**src/sscs_cfg.svh**
```systemverilog
/*
 * Register map, field positions and reset values of the serial shift
 * clock select block.
 * Assumes byte addresses on a 32-bit Avalon-MM slave, one word per register.
 */
`ifndef SSCS_CFG_SVH
`define SSCS_CFG_SVH

// ----------------------------------------------------------------
// register offsets
// ----------------------------------------------------------------
`define SSCS_ADDR_CTRL 5'h00
`define SSCS_ADDR_PINPOS 5'h04
`define SSCS_ADDR_DATA 5'h08
`define SSCS_ADDR_STATUS 5'h0c
`define SSCS_ADDR_RXQ 5'h10
`define SSCS_ADDR_DIR 5'h14

// ----------------------------------------------------------------
// control register fields
// ----------------------------------------------------------------
`define SSCS_CTRL_TOGGLE 0
`define SSCS_CTRL_STROBE 1
`define SSCS_CTRL_SELLO 2
`define SSCS_CTRL_SELHI 3
`define SSCS_CTRL_WMLO 4
`define SSCS_CTRL_IELO 6

// ----------------------------------------------------------------
// other fields
// ----------------------------------------------------------------
`define SSCS_PINPOS_SEL 0
`define SSCS_DIR_CLK 0
`define SSCS_DIR_DO 1
`define SSCS_STAT_NONEMPTY 4
`define SSCS_STAT_FULL 5
`define SSCS_STAT_PENDING 6

// ----------------------------------------------------------------
// reset values
// ----------------------------------------------------------------
`define SSCS_RST_CTRL 6'h00
`define SSCS_RST_PINPOS 1'h0
`define SSCS_RST_DIR 2'h0
`define SSCS_RST_DATA 8'h00
`define SSCS_RST_CNT 4'h0

`endif

```
**src/sscs_pkg.sv**
```systemverilog
/*
 * Types shared by the serial shift clock select block.
 * Assumes sscs_cfg.svh supplies all numeric constants.
 */
package sscs_pkg;

	typedef enum logic [2:0] {
		SRC_NONE = 3'b000,
		SRC_STROBE = 3'b001,
		SRC_TIMER = 3'b010,
		SRC_EXT_EDGES = 3'b011,
		SRC_EXT_TOGGLE = 3'b100
	} sscs_src_t;

	typedef struct packed {
		logic [5:0] ctrlHi;
		logic strobeSel;
		logic pinPos;
		logic dirClk;
		logic dirDo;
		logic [7:0] shiftData;
		logic [3:0] cnt;
		logic clkPort;
		logic dout;
		logic [1:0] sck1;
		logic [1:0] sck2;
		logic sck3;
		logic [1:0] din1;
		logic [1:0] din2;
		logic dinPrev;
		logic pending;
		logic [7:0] pendData;
		logic ack;
		logic [31:0] rdata;
	} sscs_state_t;

endpackage

```
**src/sscs_fifo_if.sv**
```systemverilog
/*
 * Valid/ready carrier between the shift logic and its byte FIFO.
 * Assumes both ends run on the same clock.
 */
interface sscs_fifo_if #(parameter int WIDTH = 8);
	logic inValid;
	logic inReady;
	logic [WIDTH-1:0] inData;
	logic outValid;
	logic outReady;
	logic [WIDTH-1:0] outData;

	modport fifo (input inValid, input inData, input outReady,
		output inReady, output outValid, output outData);
	modport user (output inValid, output inData, output outReady,
		input inReady, input outValid, input outData);
endinterface

```
**src/sscs_fifo.sv**
```systemverilog
/*
 * Synchronous FIFO of flip-flops with valid/ready on both sides.
 * Assumes DEPTH is a power of two.
 */
module sscs_fifo #(
	parameter int WIDTH = 8,
	parameter int DEPTH = 16
) (
	input wire logic clk, // system clock
	input wire logic resetn, // async reset, active low
	sscs_fifo_if.fifo q // push and pop sides
);
	localparam int AW = $clog2(DEPTH);

	typedef struct packed {
		logic [DEPTH-1:0][WIDTH-1:0] mem;
		logic [AW:0] wp;
		logic [AW:0] rp;
	} sscs_fifo_st_t;

	sscs_fifo_st_t st;
	sscs_fifo_st_t next_st;
	logic full;
	logic empty;

	assign empty = (st.wp == st.rp);
	assign full = (st.wp[AW-1:0] == st.rp[AW-1:0]) && (st.wp[AW] != st.rp[AW]);
	assign q.inReady = ~full;
	assign q.outValid = ~empty;
	assign q.outData = st.mem[st.rp[AW-1:0]];

	always_comb
	begin
		next_st = st;
		if (q.inValid && !full)
		begin
			next_st.mem[st.wp[AW-1:0]] = q.inData;
			next_st.wp = st.wp + 1'b1;
		end
		if (q.outReady && !empty)
			next_st.rp = st.rp + 1'b1;
	end

	always_ff @(posedge clk or negedge resetn)
	begin
		if (!resetn)
			st <= '0;
		else
			st <= next_st;
	end
endmodule // sscs_fifo

```
**src/sscs_top.sv**
```systemverilog
/*
 * Clock source select, strobe and toggle logic of a serial shift port,
 * with 8-bit shift register, 4-bit transfer counter and received-byte FIFO.
 * Assumes an Avalon-MM master on clk and pins from outside the clock domain.
 */
// Design decisions made here: register access over Avalon-MM and the address map.
// Notes on behaviour
// RL1 - external clock: output moves on opposite edge
// RL2 - strobe or timer: output latch is transparent
// RL3 - select 00/01 picks none, strobe, timer
// RL4 - external: low select bit picks edge
// RL5 - strobe write shifts data, increments counter
// RL6 - strobe: output now, input from cycle before
// RL7 - external: stored strobe bit selects toggle counting
// RL8 - toggle write inverts clock port always
// RL9 - external plus selector: toggle advances counter
// RL10 - strobe and toggle bits read zero
// RL11 - pin-position bits 7:1 read zero
// RL12 - position bit routes pins B or A
// RL13 - master toggles clock with pin as output
// RL14 - strobe and toggle are one-cycle pulses
`include "sscs_cfg.svh"

module sscs_top #(
	parameter int FIFO_DEPTH = 16
) (
	input wire logic clk, // system clock, 100 MHz
	input wire logic resetn, // async reset, active low
	input wire logic [4:0] address, // byte address
	input wire logic read, // read request
	input wire logic write, // write request
	input wire logic [3:0] byteenable, // byte lanes
	input wire logic [31:0] writedata, // write data
	output logic [31:0] readdata, // read data
	output logic waitrequest, // stall
	input wire logic timerZeroMatch, // timer zero compare pulse
	input wire logic [1:0] serialDataIn, // data in, [0] port B, [1] A
	output logic [1:0] serialDataOut, // data out per position
	output logic [1:0] serialDataOutOe, // data out enable
	input wire logic [1:0] serialClockPinIn, // clock pin level
	output logic [1:0] serialClockPinOut, // clock pin drive
	output logic [1:0] serialClockPinOe // clock pin enable
);

	sscs_pkg::sscs_state_t st;
	sscs_pkg::sscs_state_t next_st;
	sscs_pkg::sscs_src_t src;
	sscs_fifo_if #(.WIDTH(8)) rxq ();

	logic busy;
	logic take;
	logic wrTaken;
	logic wrCtrl;
	logic strobeW;
	logic togW;
	logic [1:0] effSel;
	logic effStrobeSel;
	logic sckS;
	logic rise;
	logic fall;
	logic hold;
	logic shiftClk;
	logic cntClk;
	logic outEdge;

	// ----------------------------------------------------------------
	// decode
	// ----------------------------------------------------------------
	function automatic sscs_pkg::sscs_src_t decodeSrc(input logic [1:0] sel,
		input logic stb);
		sscs_pkg::sscs_src_t r;
		r = sscs_pkg::SRC_NONE;
		case (sel)
			2'h0: r = stb ? sscs_pkg::SRC_STROBE : sscs_pkg::SRC_NONE;
			2'h1: r = sscs_pkg::SRC_TIMER;
			default: r = stb ? sscs_pkg::SRC_EXT_TOGGLE
				: sscs_pkg::SRC_EXT_EDGES;
		endcase
		return r;
	endfunction

	function automatic logic [31:0] readMux(input logic [4:0] a,
		input sscs_pkg::sscs_state_t s, input logic ne, input logic fl,
		input logic [7:0] head);
		logic [31:0] r;
		r = 32'h0000_0000;
		case (a)
			`SSCS_ADDR_CTRL: r = {24'h00_0000, s.ctrlHi, 2'h0}; // RL10
			`SSCS_ADDR_PINPOS: r = {31'h0000_0000, s.pinPos}; // RL11
			`SSCS_ADDR_DATA: r = {24'h00_0000, s.shiftData};
			`SSCS_ADDR_STATUS: r = {25'h000_0000, s.pending, fl, ne, s.cnt};
			`SSCS_ADDR_RXQ: r = {24'h00_0000, ne ? head : 8'h00};
			`SSCS_ADDR_DIR: r = {30'h0000_0000, s.dirDo, s.dirClk};
			default: r = 32'h0000_0000;
		endcase
		return r;
	endfunction

	// ----------------------------------------------------------------
	// next state
	// ----------------------------------------------------------------
	always_comb
	begin
		next_st = st;
		busy = (read || write) && !st.ack;
		take = (read || write) && st.ack;
		wrTaken = take && write && byteenable[0];
		wrCtrl = wrTaken && (address == `SSCS_ADDR_CTRL);
		// write-action bits exist only for the taking cycle
		strobeW = wrCtrl && writedata[`SSCS_CTRL_STROBE]; // RL14
		togW = wrCtrl && writedata[`SSCS_CTRL_TOGGLE]; // RL14
		effSel = wrCtrl ? writedata[`SSCS_CTRL_SELHI:`SSCS_CTRL_SELLO]
			: st.ctrlHi[1:0];
		effStrobeSel = wrCtrl ? writedata[`SSCS_CTRL_STROBE] : st.strobeSel;
		src = decodeSrc(effSel, effStrobeSel); // RL3
		next_st.ack = busy;

		// pin synchronisers, edges seen after the second stage
		next_st.sck1 = serialClockPinIn;
		next_st.sck2 = st.sck1;
		sckS = st.sck2[st.pinPos]; // RL12
		next_st.sck3 = sckS;
		rise = sckS && !st.sck3;
		fall = !sckS && st.sck3;
		next_st.din1 = serialDataIn;
		next_st.din2 = st.din1;
		next_st.dinPrev = st.din2[st.pinPos]; // RL12

		// a finished byte that the FIFO cannot take freezes the port
		hold = st.pending && !rxq.inReady;
		shiftClk = 1'b0;
		cntClk = 1'b0;
		case (src)
			sscs_pkg::SRC_STROBE:
			begin
				shiftClk = strobeW; // RL5
				cntClk = strobeW; // RL5
			end
			sscs_pkg::SRC_TIMER:
			begin
				shiftClk = timerZeroMatch; // RL3
				cntClk = timerZeroMatch; // RL3
			end
			sscs_pkg::SRC_EXT_EDGES:
			begin
				shiftClk = effSel[0] ? fall : rise; // RL4
				cntClk = rise || fall; // RL4
			end
			sscs_pkg::SRC_EXT_TOGGLE:
			begin
				shiftClk = effSel[0] ? fall : rise; // RL7
				cntClk = togW; // RL9
			end
			default:
			begin
				shiftClk = 1'b0;
				cntClk = 1'b0;
			end
		endcase
		shiftClk = shiftClk && !hold;
		cntClk = cntClk && !hold;
		outEdge = effSel[0] ? rise : fall;

		if (shiftClk)
			next_st.shiftData = {st.shiftData[6:0], st.dinPrev}; // RL6
		if (cntClk)
			next_st.cnt = st.cnt + 4'h1;
		if (st.pending && rxq.inReady)
			next_st.pending = 1'b0;
		if (cntClk && (st.cnt == 4'hf))
		begin
			next_st.pending = 1'b1;
			next_st.pendData = next_st.shiftData;
		end
		if (togW)
			next_st.clkPort = !st.clkPort; // RL8

		// register writes win over a shift in the same cycle
		if (wrTaken)
		begin
			case (address)
				`SSCS_ADDR_CTRL:
				begin
					next_st.ctrlHi = writedata[7:2];
					next_st.strobeSel = writedata[`SSCS_CTRL_STROBE]; // RL7
				end
				`SSCS_ADDR_PINPOS:
					next_st.pinPos = writedata[`SSCS_PINPOS_SEL]; // RL12
				`SSCS_ADDR_DATA:
					next_st.shiftData = writedata[7:0];
				`SSCS_ADDR_STATUS:
					next_st.cnt = writedata[3:0];
				`SSCS_ADDR_DIR:
				begin
					next_st.dirClk = writedata[`SSCS_DIR_CLK];
					next_st.dirDo = writedata[`SSCS_DIR_DO];
				end
				default:
					next_st.cnt = next_st.cnt;
			endcase
		end

		// output latch
		if (!next_st.ctrlHi[1])
			next_st.dout = next_st.shiftData[7]; // RL2
		else if (outEdge && !hold)
			next_st.dout = st.shiftData[7]; // RL1

		if (busy && read)
			next_st.rdata = readMux(address, st, rxq.outValid, !rxq.inReady,
				rxq.outData);
	end

	always_ff @(posedge clk or negedge resetn)
	begin
		if (!resetn)
		begin
			st <= '0;
			st.ctrlHi <= `SSCS_RST_CTRL;
			st.pinPos <= `SSCS_RST_PINPOS;
			st.dirClk <= 1'(`SSCS_RST_DIR >> `SSCS_DIR_CLK);
			st.dirDo <= 1'(`SSCS_RST_DIR >> `SSCS_DIR_DO);
			st.shiftData <= `SSCS_RST_DATA;
			st.cnt <= `SSCS_RST_CNT;
		end
		else
			st <= next_st;
	end

	// ----------------------------------------------------------------
	// FIFO and pins
	// ----------------------------------------------------------------
	assign rxq.inValid = st.pending;
	assign rxq.inData = st.pendData;
	assign rxq.outReady = take && read && (address == `SSCS_ADDR_RXQ);

	sscs_fifo #(.WIDTH(8), .DEPTH(FIFO_DEPTH)) u_rxq (
		.clk(clk),
		.resetn(resetn),
		.q(rxq)
	);

	assign readdata = st.rdata;
	assign waitrequest = busy;

	genvar gi;
	generate
		for (gi = 0; gi < 2; gi++)
		begin : g_pos
			// unselected position is released to normal port use
			assign serialDataOut[gi] = st.dout;
			assign serialDataOutOe[gi] = st.dirDo && (st.pinPos == 1'(gi)); // RL12
			assign serialClockPinOut[gi] = st.clkPort;
			assign serialClockPinOe[gi] = st.dirClk && (st.pinPos == 1'(gi)); // RL13
		end
	endgenerate
endmodule // sscs_top

```
**config.mk**
```make
export PLATFORM = sky130hd
export DESIGN_NAME = sscs_top
export DESIGN_NICKNAME = d
export VERILOG_FILES = /design/src/sscs_pkg.sv /design/src/sscs_fifo_if.sv /design/src/sscs_fifo.sv /design/src/sscs_top.sv
export VERILOG_INCLUDE_DIRS = /design/src
export SDC_FILE = /design/constraint.sdc
export NUM_CORES = 1
export LEC_CHECK = 0
export ABC_AREA = 1
export BUFFER_PORTS_ARGS = -buffer_cell sky130_fd_sc_hd__buf_2
export CAP_MARGIN = 10
export CORE_MARGIN = 5
export CORE_UTILIZATION = 30
export DETAILED_ROUTE_END_ITERATION = 12
export GPL_TIMING_DRIVEN = 1
export SLEW_MARGIN = 20
export SYNTH_ARGS = -nofsm -noshare
export SYNTH_HDL_FRONTEND = slang
export SYNTH_SLANG_ARGS = --single-unit
```
**constraint.sdc**
```tcl
create_clock -name clk -period 2.78 [get_ports clk]
set_input_delay 0.139 -clock clk [delete_from_list [all_inputs] [get_ports clk]]
set_output_delay 0.139 -clock clk [all_outputs]
set_load 0.03 [all_outputs]
```
# Word level (Yosys, flattened, before mapping)

Index checks and enable logic that the tools add are counted.

Input bits: 50
Register bits after elaboration: 214

Eq/ne operators: 15
Bitwise logic cells: 3
Multiplexer cells: 32
$add $sub $neg: 3
Reduce and logical (&&, ||, !) cells: 42
$lt $le $gt $ge: 4

Operators with widths:

| cell                                                                         | number |
|---|---|
| 128-bit bitwise mux                                                          | 1 |
| 8-bit one-hot mux with 6 select lines                                        | 1 |
| 8-bit two-way mux                                                            | 5 |
| 8-bit binary-select mux with 4-bit select                                    | 1 |
| 8-bit demux with 4-bit select                                                | 1 |
| 1-bit logical AND                                                            | 26 |
| 18-bit two-way mux                                                           | 1 |
| 1-bit two-way mux                                                            | 12 |
| 5-bit by 1-bit adder with 5-bit output, second input constant                | 2 |
| 5-bit by 4-bit equality test with 1-bit output, second input constant        | 2 |
| 5-bit equality test, second input constant                                   | 2 |
| 4-bit by 5-bit less-than comparator with 1-bit output, second input constant | 2 |
| 9-bit two-way mux                                                            | 1 |
| 4-bit two-way mux                                                            | 2 |
| 1-bit logical NOT                                                            | 7 |
| 3-bit by 2-bit equality test with 1-bit output, second input constant        | 2 |
| 3-bit two-way mux                                                            | 2 |
| 3-bit one-hot mux with 2 select lines                                        | 1 |
| 2-bit AND reduction                                                          | 3 |
| 5-bit by 3-bit equality test with 1-bit output, second input constant        | 1 |
| 5-bit equality test                                                          | 1 |
| 5-bit logical NOT                                                            | 1 |
| 4-bit by 1-bit adder with 4-bit output, second input constant                | 1 |
| 4-bit equality test                                                          | 1 |
| 16 further kinds                                                             | 20 |

# Depth between registers and ports, before layout

Gate-level depths: netlist (run 1).

Depth in word-level cells: 16
Mapped depth: 15
Depth with buffers taken out: 15

# Hierarchy

Synthesis (run 1) repeated with hierarchy kept, for this count alone.

Cell total of the unflattened synthesis: 1266
Area, all modules: 10257.3 um^2

By module, submodules not included:

| module    | seq. area each (um^2) | area each (um^2) | cells each | times used |
|---|---|---|---|---|
| sscs_fifo | 3453.3                | 7404.6           | 938        | 1 |
| sscs_top  | 1301.2                | 2852.7           | 328        | 1 |

# Worst setup path before layout (run 1)

Ideal clock, no wire load.

Path type: register to register
Start point: register st[68] (netlist bit)
End point: register st, in the netlist rxq.inData[6]
Path slack: 0.665 ns
Clock period less this slack: 2.115 ns
Setup time: 0.123 ns
Path buffers: 2
Arrival: 1.992 ns
Data required time: 2.657 ns
Stages on the path, launching flop included: 14
Cell sequence: dfrtp_1 > inv_1 > or2_2 > o21ai_0 > ha_1 > o211ai_2 > nand3_2 > nand2_4 > nand2_4 > or2_1 > buf_6 > buf_12 > nand2_2 > o21ai_2

Word-level cells in the longest chain between the ends: 8
Elaborated cells on any way between the ends: 13
Those cells by class: mux: 6; reduce/logical: 7

RTL lines:

| element                                                                                        | RTL line                                          | text |
|---|---|---|
| start, declared                                                                                | sscs_top.sv:45                                    | `sscs_pkg::sscs_state_t st;` |
| start signal, assigned                                                                         | sscs_top.sv:227                                   | `st <= next_st;` |
| 1-bit two-way mux (implied by the code) * (2 in series)                                        | sscs_top.sv:121                                   | `sckS = st.sck2[st.pinPos];` |
| 1-bit logical NOT                                                                              | sscs_top.sv:124                                   | `fall = !sckS && st.sck3;` |
| 1-bit logical AND                                                                              | sscs_top.sv:124                                   |  |
| 1-bit two-way mux or 1-bit logical OR (tied branches)                                          | sscs_top.sv:146, sscs_top.sv:151, sscs_top.sv:147 |  |
| 1-bit one-hot mux with 3 select lines or 1-bit one-hot mux with 4 select lines (tied branches) | sscs_top.sv:133                                   | `case (src)` |
| 1-bit logical AND (on tied branches)                                                           | sscs_top.sv:160, sscs_top.sv:161                  |  |
| 8-bit two-way mux or 1-bit logical AND (tied branches)                                         | sscs_top.sv:164, sscs_top.sv:170                  |  |

Mark *: on every way between the ends. The rest lies on a longest branch, timed or not. The select of a mux whose other input is x is not followed.
A chain may end at the register's enable or synchronous reset.

==> summary.txt, run 1 <==
Worst hold path
  – Hold Path Class: in -> reg
  – Hold Path End: st[59]
  – Hold Crit Depth: 3
  – Worst Hold Launch: writedata[1]

Pwr
  – Logic pwr share: between 20% and 30%
  – Clk pwr share: a little over a third
  – Leakage power: 0.00465 uW
  – Pwr/cell area: approximately 690 mW/mm^2
  – Psw: 2460 uW
  – VDD IR max: 0.496 mV
  – Reg power frac: a little over two fifths
  – Int Power: roughly 4600 uW
  – Tot Pwr: 7070 uW
  – Sw Share: 34.8%

Outcome
  – Outcome: complete, no violations

Global routing
  – Grt ovf: 0
  – Antenna violations before repair: 0
  – First-pass GRT wire length: around 37000 um
  – Vias in the first global route: between 6000 and 7000
  – Largest net degree at the start of global routing: 84
  – All-Layer GR Usage: between 10% and 20%

Routing
  – WL per Instance: about 15 um
  – DR vias: 7136
  – DR DRC count: 0
  – Final wirelength: 22700 um
  – Routed Antenna Nets: 0
  – Initial DRC Count: between 600 and 700
  – Routed vias/inst: between 4 and 5
  – DR pass1 iterations: 6

Floorplan
  – Die Area: approximately 0.034 mm^2
  – Die Span Y: about 180 um
  – Initial Util: between 30% and 40%
  – Core ar.: between 0.02 and 0.03 mm^2
  – Chip width: about 180 um
  – Number of cell rows: between 60 and 70
  – I/O pin cnt: around 90

Worst setup path
  – FF-to-FF End: serialDataOut[0]
  – Worst EP required: ~3.1 ns
  – R2r worst-path depth: 15
  – Reg-to-reg slack, setup: between 0.3 and 0.4 ns
  – Critical Path AT: approximately 2.8 ns
  – R2R Path Start: st[68]
  – Crit Path Class: reg -> reg
  – Worst-path fanout max: 15
  – CP Launch Type: register
  – CP Capture Type: register

Timing
  – RSZ-0062 raised after global routing: no
  – Clock skew: about 0.019 ns
  – Final Critical Period: between 2 and 2.5 ns
  – Least-Margin Pin Slew: around 0.71 ns
  – Final Hold Viols: 0
  – Fmax: slightly above 400 MHz
  – Endpoints failing setup: 0
  – Final period util: ~90%
  – Hold WS: about 0.032 ns
  – Total negative slack: 0 ns
  – Max-slew violations: 0
  – Slew HR: around 53%

Clock network
  – Postcts setup bufs: 0
  – # hold bufs at CTS: 14
  – CTS sink count: between 150 and 200
  – Num CTS Buffers: 17
  – H-Tree Level Count: 4
  – CTS tree: yes
  – # resized after CTS: 0
  – CTS root buf: clkbuf_16
  – Clock slew at reported path FFs: around 0.08 ns
  – Clk_lat worst skew: 0.45 ns
  – Clock Path Buffers: 2

Layout
  – Commonest non-fill, non-tap cells in the layout: 228 x nand2_1, 216 x o21ai_0, 189 x dfrtp_1
  – Share of layout cells above drive strength 1: between 10% and 20%
  – Diodes inserted: 0
  – Fillcell total: about 3100
  – Non-Filler Instances: ~1500
  – Nets: approximately 1100
  – Synthesis-to-finish area growth: 13.2%
  – Post-layout util: about 35%
  – Commonest non-fill, non-tap cell in the layout: nand2_1

Yosys
  – Flops & latches, synth: between 150 and 200
  – Synth top area cells: dfrtp_1 52%, o21ai_0 12%, nand2_1 9.4%, nor2_1 3.5%, buf_4 3.2%
  – Syn Inst Count: ~1000
  – Synthesized area: about 0.0091 mm^2
  – Synth area leader: dfrtp_1
  – Synth top area share: between 50% and 60%
  – Ys Warns: 0
  – Sequential-to-total area share from yosys stat: 52.4%
  – Library cells used by synthesis: 44
  – Avg Inst Size Synth: 8.71 um^2

Placement
  – IO buf count: 39
  – Placed cell count: between 1000 and 1500
  – DP Wirelength: 15100 um
  – RePlAce Congestion: 0.842

Flow run
  – Max-cap check violation count: 0
sequential cells by signal, summed over array words and instances, names as in the netlist:
name               flops
next_st                4
st                    29
serialDataOut          1
rxq.inData             8
rxq.inValid            1
u_rxq.st             138
readdata               8
serialClockPinOut      1
synth_stat cells (all sizes together):
library cell,number
nand3b,1
mux2,3
nand3,42
ha,8
dfrtp,190
xnor2,4
or2,2
nand4,15
xor2,12
o211ai,11
a221oi,2
nor2,90
clkinv,2
nor4,1
a31oi,4
clkbuf,40
a21boi,2
buf,51
o21ai,234
o221ai,7
conb,1
inv,55
nand2,234
o21bai,1
o22ai,24
a21oi,6
power by group through the flow:
| stage | combinational, uW | clock, uW | sequential, uW |
|---|---|---|---|
| floorplan | 1080 | 0 | 3030 |
| global placement | 1540 | 0 | 3050 |
| detailed placement | 1550 | 0 | 3060 |
| CTS | 1570 | 2540 | 3010 |
| global route | 1740 | 2640 | 3030 |
| finish | 1580 | 2490 | 3010 |
worst max-delay path, cell delays in order (launching register included):
cell	delay [ns]
dfrtp_1	0.44
inv_1	0.11
or2_2	0.27
o21ai_0	0.12
inv_1	0.09
ha_1	0.21
inv_1	0.07
nand3_1	0.08
nand3_1	0.08
nand2_1	0.09
nand2_1	0.37
nand2_1	0.12
nand3_1	0.09
nand2_1	0.07
nand2_1	0.06
nand2_1	0.04
cell type report:
class / count / area, um^2 / share of cell area [%]
Multi-Input combinational cell: 727 / 3660 / 35.6
Clock buffer: 17 / 425 / 4.14
Timing Repair Buffer: 75 / 547 / 5.32
Clock inverter: 15 / 185 / 1.80
Tap cell: 390 / 488 / 4.75
Inverter: 57 / 214 / 2.08
Sequential cell: 190 / 4760 / 46.3
stage by stage:
stage / cell area (um^2) / setup WS, ns
floorplan: 9160 / 0.665
global placement: 9520 / 0.375
detailed placement: 9520 / 0.375
CTS: 10300 / 0.347
global route: 10300 / 0.0542
finish: 10300 / 0.350
layer usage:
metal | track usage (%) | wire, um
met2 | 20.9 | 10400
met3 | 2.77 | 1030
met1 | 19.7 | 10900
met4 | 3.87 | 403
met5 | 0 | 0
worst max-delay path by stage:
stage	start	endpoint	slack [ns]	depth (start not counted)
floorplan	st[68]	rxq.inData[6]	0.67	13
global placement	st[68]	serialDataOut[0]	0.37	15
detailed placement	u_rxq.st[3]	u_rxq.st[79]	0.37	7
CTS	u_rxq.st[3]	u_rxq.st[75]	0.35	7
global route	st[68]	serialDataOut[0]	0.05	15
finish	st[68]	serialDataOut[0]	0.35	15
cells by family (layout without fill, tap and decap cells):
group,count (synthesis),in the layout,share of synthesized area (%)
compound gates,291,291,17.7
simple gates,385,385,18.6
fa+ha+maj,8,8,1.10
other cells,1,24,0.0413
xor+xnor,16,16,1.54
mux,3,3,0.372
buf+inv,148,164,8.23
flops,190,190,52.4
Power figures use the tool's default switching activity.
==> run 2: changes to the inputs <==
--- a/config.mk
+++ b/config.mk
@@ -9,7 +9,7 @@
 export ABC_AREA = 1
 export BUFFER_PORTS_ARGS = -buffer_cell sky130_fd_sc_hd__buf_2
 export CAP_MARGIN = 10
-export CORE_MARGIN = 5
+export CORE_MARGIN = 4
 export CORE_UTILIZATION = 30
 export DETAILED_ROUTE_END_ITERATION = 12
 export GPL_TIMING_DRIVEN = 1
==> summary.txt, run 2 (synthesized netlist as in run 1, its figures left out) <==
Outcome
  – Outcome: complete, no violations

Timing
  – Max-slew violations: 0 (unchanged)
  – Final Hold Viols: 0 (unchanged)
  – Fmax: 403 MHz (-2.0%)
  – Clock skew: 0.0167 ns (-0.00206 ns)
  – RSZ-0062 raised after global routing: no
  – Total negative slack: 0 ns (unchanged)
  – Endpoints failing setup: 0 (unchanged)
  – Slew HR: 48.7% (-4.0 points)
  – Final period util: 89.2% (+1.8 points)
  – Least-Margin Pin Slew: 0.770 ns (+0.0601 ns)
  – Final Critical Period: 2.48 ns (+0.0503 ns)

Global routing
  – Antenna violations before repair: 0 (unchanged)
  – All-Layer GR Usage: 14.2% (+0.59 points)
  – Vias in the first global route: 6885 (+1.2%)
  – Largest net degree at the start of global routing: 87 (+3.6%)
  – First-pass GRT wire length: 37700 um (+1.5%)
  – Grt ovf: 0 (unchanged)

Flow run
  – Max-cap check violation count: 0 (unchanged)

Pwr
  – VDD IR max: 0.580 mV (+17%)
  – Pwr/cell area: 689 mW/mm^2 (+0.13%)
  – Tot Pwr: 7060 uW (-0.23%)
  – Leakage power: 0.00464 uW (-0.26%)

Floorplan
  – Core ar.: 0.0297 mm^2 (unchanged)
  – Number of cell rows: 63 (unchanged)
  – Initial Util: 30.5% (unchanged)
  – Die Area: 0.0331 mm^2 (-2.2%)
  – I/O pin cnt: 91 (unchanged)
  – Die Span Y: 182 um (-1.1%)
  – Chip width: 182 um (-1.1%)

Routing
  – Routed Antenna Nets: 0 (unchanged)
  – Final wirelength: 23100 um (+1.8%)
  – DR vias: 7106 (-0.42%)
  – WL per Instance: 15.7 um (+1.8%)
  – Initial DRC Count: 625 (-3.4%)
  – Routed vias/inst: 4.83 (-0.35%)
  – DR pass1 iterations: 5 (-1)
  – DR DRC count: 0 (unchanged)

Layout
  – Diodes inserted: 0 (unchanged)
  – Synthesis-to-finish area growth: 12.8%
  – Register Area: 0.00476 mm^2 (unchanged)
  – Multi-input logic area: 0.00366 mm^2 (about the same)
  – Commonest non-fill, non-tap cell in the layout: nand2_1
  – Fillcell total: 3063 (+0.16%)
  – Max reg flops: 138 (unchanged)
  – Largest regs: u_rxq.st: 138 flops, st: 29 flops
  – Commonest non-fill, non-tap cells in the layout: 227 x nand2_1, 216 x o21ai_0, 189 x dfrtp_1
  – Share of layout cells above drive strength 1: 12.0% (-0.27 points)
  – Top reg by flops: u_rxq.st
  – Nets: 1126 (unchanged)

Worst setup path
  – Worst-path fanout max: 16 (+1)
  – Worst EP required: 3.11 ns (about the same)
  – CP Capture Type: register
  – CP Launch Point: u_rxq.st[0]
  – Crit Path Class: reg -> reg
  – Critical Path AT: 2.81 ns (+0.04 ns)
  – R2R Path Start: u_rxq.st[0]
  – CP Launch Type: register

Placement
  – DP Wirelength: 15100 um (+0.13%)
  – IO buf count: 39 (unchanged)
  – RePlAce Congestion: 0.817 (-2.9%)

Clock network
  – Postcts setup bufs: 0 (unchanged)
  – CTS sink count: 190 (unchanged)
  – Clock Path Buffers: 2 (unchanged)
  – CTS root buf: clkbuf_16
  – Clk_lat worst skew: 0.44 ns (about the same)
  – Clock slew at reported path FFs: 0.07 ns (about the same)
  – H-Tree Level Count: 4 (unchanged)
  – CTS tree: yes
  – Num CTS Buffers: 17 (unchanged)

Worst hold path
  – Worst Hold Launch: writedata[2]
  – Hold Path Class: in -> reg
[run 2: worst paths after layout]
path	endpoint	slack, ns	cells past startpoint
setup / recovery	u_rxq.st[88]	0.30	7
hold / removal	st[60]	0.02	3
setup reg to reg	u_rxq.st[88]	0.30	7
hold reg to reg	st[43]	0.35	0
max in group asynchronous	u_rxq.st[11]	1.49	3
min in group asynchronous	u_rxq.st[45]	0.30	2
[run 2: where the power goes]
group	internal [uW]	total, uW	switching, uW	leakage [uW]
Combinational	488	1550	1060	0.00181
Clock	1450	2490	1050	0.000284
Sequential	2900	3020	120	0.00255
Total	4830	7060	2220	0.00464
[run 2: critical path, stage by stage (launching register included)]
cell	delay, ns
dfrtp_2	0.51
xor2_1	0.18
nor2_1	0.10
nand3_1	0.15
nand2_1	0.16
inv_2	0.28
nand4_1	0.59
o21ai_0	0.39
[run 2: what timing repair did]
action | CTS | global route
endpoints found under the setup margin | 0 | 3
resized for setup | 0 | 1
hold endpoints to repair | 97 | 0
hold buffers | 12 | 0
[run 2: per-layer routing]
layer | up-vias | track usage, % | wire [um]
li1 | 3473 | - | -
met1 | 3450 | 19.9 | 10800
met2 | 152 | 22.7 | 10900
met3 | 31 | 2.34 | 892
met4 | 0 | 4.47 | 427
met5 | - | 0 | 0
[run 2: area by class of cell]
cell class / count / share of cell area (%)
clock inverter: 4 / 0.745
clock buffer: 27 / 5.01
inverter: 57 / 2.09
timing repair buffer: 75 / 5.17
sequential: 190 / 46.4
multi-input combinational: 727 / 35.8
tap: 390 / 4.77
[run 2: per-stage QoR]
step / hold slack, ns / util (%) / setup WS, ns / area (um^2) / std cells
finish: 0.0176 / 34.5 / 0.300 / 10200 / 1470
global route: 0.0145 / 34.5 / 0.00663 / 10200 / 1470
CTS: 0.00153 / 34.4 / 0.302 / 10200 / 1470
detailed placement: 0.248 / 32.1 / 0.335 / 9530 / 1427
global placement: 0.247 / 32.1 / 0.318 / 9530 / 1427
floorplan: -0.157 / - / 0.665 / 9160 / 1065
==> run 3: changes to the inputs <==
--- a/config.mk
+++ b/config.mk
@@ -11,6 +11,7 @@
 export CAP_MARGIN = 10
 export CORE_MARGIN = 4
 export CORE_UTILIZATION = 30
+export CTS_BUF_LIST = sky130_fd_sc_hd__clkbuf_8
 export DETAILED_ROUTE_END_ITERATION = 12
 export GPL_TIMING_DRIVEN = 1
 export SLEW_MARGIN = 20
==> summary.txt, run 3 (synthesized netlist as in run 1, its figures left out) <==
Clock network
  – Num CTS Buffers: 17 (unchanged)
  – Clock Path Buffers: 2 (unchanged)
  – H-Tree Level Count: 4 (unchanged)
  – CTS root buf: clkbuf_8
  – Clock slew at reported path FFs: 0.10 ns (+0.03 ns)
  – CTS tree: yes
  – Clk_lat worst skew: 0.49 ns (+0.05 ns)
  – CTS sink count: 190 (unchanged)

Worst hold path
  – Hold Path Class: in -> reg

Floorplan
  – Initial Util: 30.5% (unchanged)
  – Number of cell rows: 63 (unchanged)
  – Chip width: 182 um (unchanged)
  – I/O pin cnt: 91 (unchanged)
  – Die Span Y: 182 um (unchanged)
  – Die Area: 0.0331 mm^2 (unchanged)
  – Core ar.: 0.0297 mm^2 (unchanged)

Worst setup path
  – CP Launch Point: u_rxq.st[0]
  – Worst EP required: 3.16 ns (+0.05 ns)
  – Critical Path AT: 2.85 ns (+0.04 ns)
  – Reg-to-reg slack, setup: 0.30 ns (about the same)
  – Worst-path fanout max: 16 (unchanged)
  – Worst Setup EP: u_rxq.st[114]
  – CP Launch Type: register
  – FF-to-FF End: u_rxq.st[114]
  – R2R Path Start: u_rxq.st[0]
  – R2r worst-path depth: 7 (unchanged)
  – Crit Path Class: reg -> reg
  – CP Capture Type: register

Placement
  – Post-DP Area: 0.00953 mm^2 (unchanged)
  – RePlAce Congestion: 0.817 (unchanged)
  – DP Wirelength: 15100 um (unchanged)
  – IO buf count: 39 (unchanged)

Pwr
  – Int Power: 4290 uW (-11%)
  – Pwr/cell area: 637 mW/mm^2 (-7.6%)
  – VDD IR max: 0.406 mV (-30%)
  – Leakage power: 0.00459 uW (-1.1%)
  – Clk pwr share: 29.0% (-6.3 points)
  – Reg power frac: 46.9% (+4.1 points)
  – Logic pwr share: 24.1% (+2.2 points)
  – Psw: 2130 uW (-4.0%)
  – Sw Share: 33.2% (+1.7 points)

Layout
  – Commonest non-fill, non-tap cell in the layout: nand2_1
  – Synthesis-to-finish area growth: 11.1%
  – Top reg by flops: u_rxq.st
  – Nets: 1130 (+0.36%)
  – Largest regs: u_rxq.st: 138 flops, st: 29 flops
  – Multi-input logic area: 0.00366 mm^2 (unchanged)
  – Fillcell total: 3088 (+0.82%)
  – Commonest non-fill, non-tap cells in the layout: 227 x nand2_1, 216 x o21ai_0, 189 x dfrtp_1
  – Diodes inserted: 0 (unchanged)
  – Final instance area: 0.0101 mm^2 (-1.5%)
  – Register Area: 0.00476 mm^2 (unchanged)
  – Post-layout util: 33.9% (-0.52 points)
  – Share of layout cells above drive strength 1: 12.1% (+0.048 points)
  – Max reg flops: 138 (unchanged)

Routing
  – Initial DRC Count: 591 (-5.4%)
  – DR pass1 iterations: 5 (unchanged)
  – DR vias: 7117 (+0.15%)
  – Final wirelength: 23100 um (-0.16%)
  – WL per Instance: 15.6 um (-0.43%)
  – Routed vias/inst: 4.83 (-0.12%)
  – Routed Antenna Nets: 0 (unchanged)
  – DR DRC count: 0 (unchanged)

Timing
  – Hold WS: 0.0808 ns (+0.0632 ns)
  – Max-slew violations: 0 (unchanged)
  – Fmax: 404 MHz (+0.13%)
  – Slew HR: 49.2% (+0.51 points)
  – Final Hold Viols: 0 (unchanged)
  – Endpoints failing setup: 0 (unchanged)
  – Least-Margin Pin Slew: 0.762 ns (-0.00770 ns)
  – Final Critical Period: 2.48 ns (-0.00334 ns)
  – Clock skew: 0.0231 ns (+0.00648 ns)
  – Final period util: 89.1% (-0.12 points)

Global routing
  – Grt ovf: 0 (unchanged)
  – Antenna violations before repair: 0 (unchanged)
  – Largest net degree at the start of global routing: 87 (unchanged)
  – Vias in the first global route: 6867 (-0.26%)
  – All-Layer GR Usage: 14.2% (-0.077 points)
  – First-pass GRT wire length: 37600 um (-0.15%)

Flow run
  – Max-cap check violation count: 0 (unchanged)

Outcome
  – Outcome: complete, no violations
[run 3: repair_timing]
item | in CTS | in global routing
buffers inserted | 0 | 1
hold buffers | 15 | 0
endpoints found under the hold margin | 109 | 0
endpoints found under the setup margin | 0 | 5
gates resized for setup | 0 | 1
[run 3: critical path, cell delays in order (launching register included)]
cell,delay (ns)
dfrtp_2,0.53
xor2_1,0.18
nor2_1,0.10
nand3_1,0.15
nand2_1,0.16
inv_2,0.28
nand4_1,0.58
o21ai_0,0.38
[run 3: power groups by stage]
stage | clock network, uW | registers, uW | logic (uW)
2_1_floorplan | 0 | 3030 | 1080
3_3_place_gp | 0 | 3070 | 1520
3_5_place_dp | 0 | 3070 | 1530
4_1_cts | 1920 | 3010 | 1550
5_1_grt | 2020 | 3040 | 1730
6_report | 1860 | 3020 | 1550
[run 3: worst min-delay path by stage]
stage                              startpoint     endpoint  slack, ns  depth (start not counted)
after floorplan                        resetn  next_st[43]      -0.16                          0
after global routing               address[1]       st[68]       0.09                          4
after detailed placement      serialDataIn[0]  next_st[43]       0.25                          1
after CTS                          address[1]       st[68]       0.05                          4
after global placement    serialClockPinIn[0]  next_st[48]       0.25                          1
final                              address[1]       st[68]       0.08                          4
[run 3: stage by stage]
step / setup WS [ns] / power, uW / instances / setup TNS (ns)
3_5_place_dp: 0.335 / 4600 / 1427 / 0
3_3_place_gp: 0.318 / 4590 / 1427 / 0
4_1_cts: 0.284 / 6480 / 1473 / 0
6_report: 0.303 / 6420 / 1474 / 0
2_1_floorplan: 0.665 / 4110 / 1065 / 0
5_1_grt: -0.00379 / 6780 / 1474 / -0.00379
[run 3: layer usage]
layer  vias to the layer above  global-route usage (%)  share of wire (%)
met5                         -                       0                  0
met4                         0                    4.29                1.8
met3                        27                    2.50                4.3
met2                       169                    22.5                 46
met1                      3445                    19.8                 48
li1                       3476                       -                  -
[run 3: layout make-up]
type	instances	area share, %
clock buffer	22	3.00
timing repair buffer	79	5.62
multi-input combinational	727	36.3
inverter	57	2.12
sequential	190	47.2
clock inverter	9	0.943
tap	390	4.84
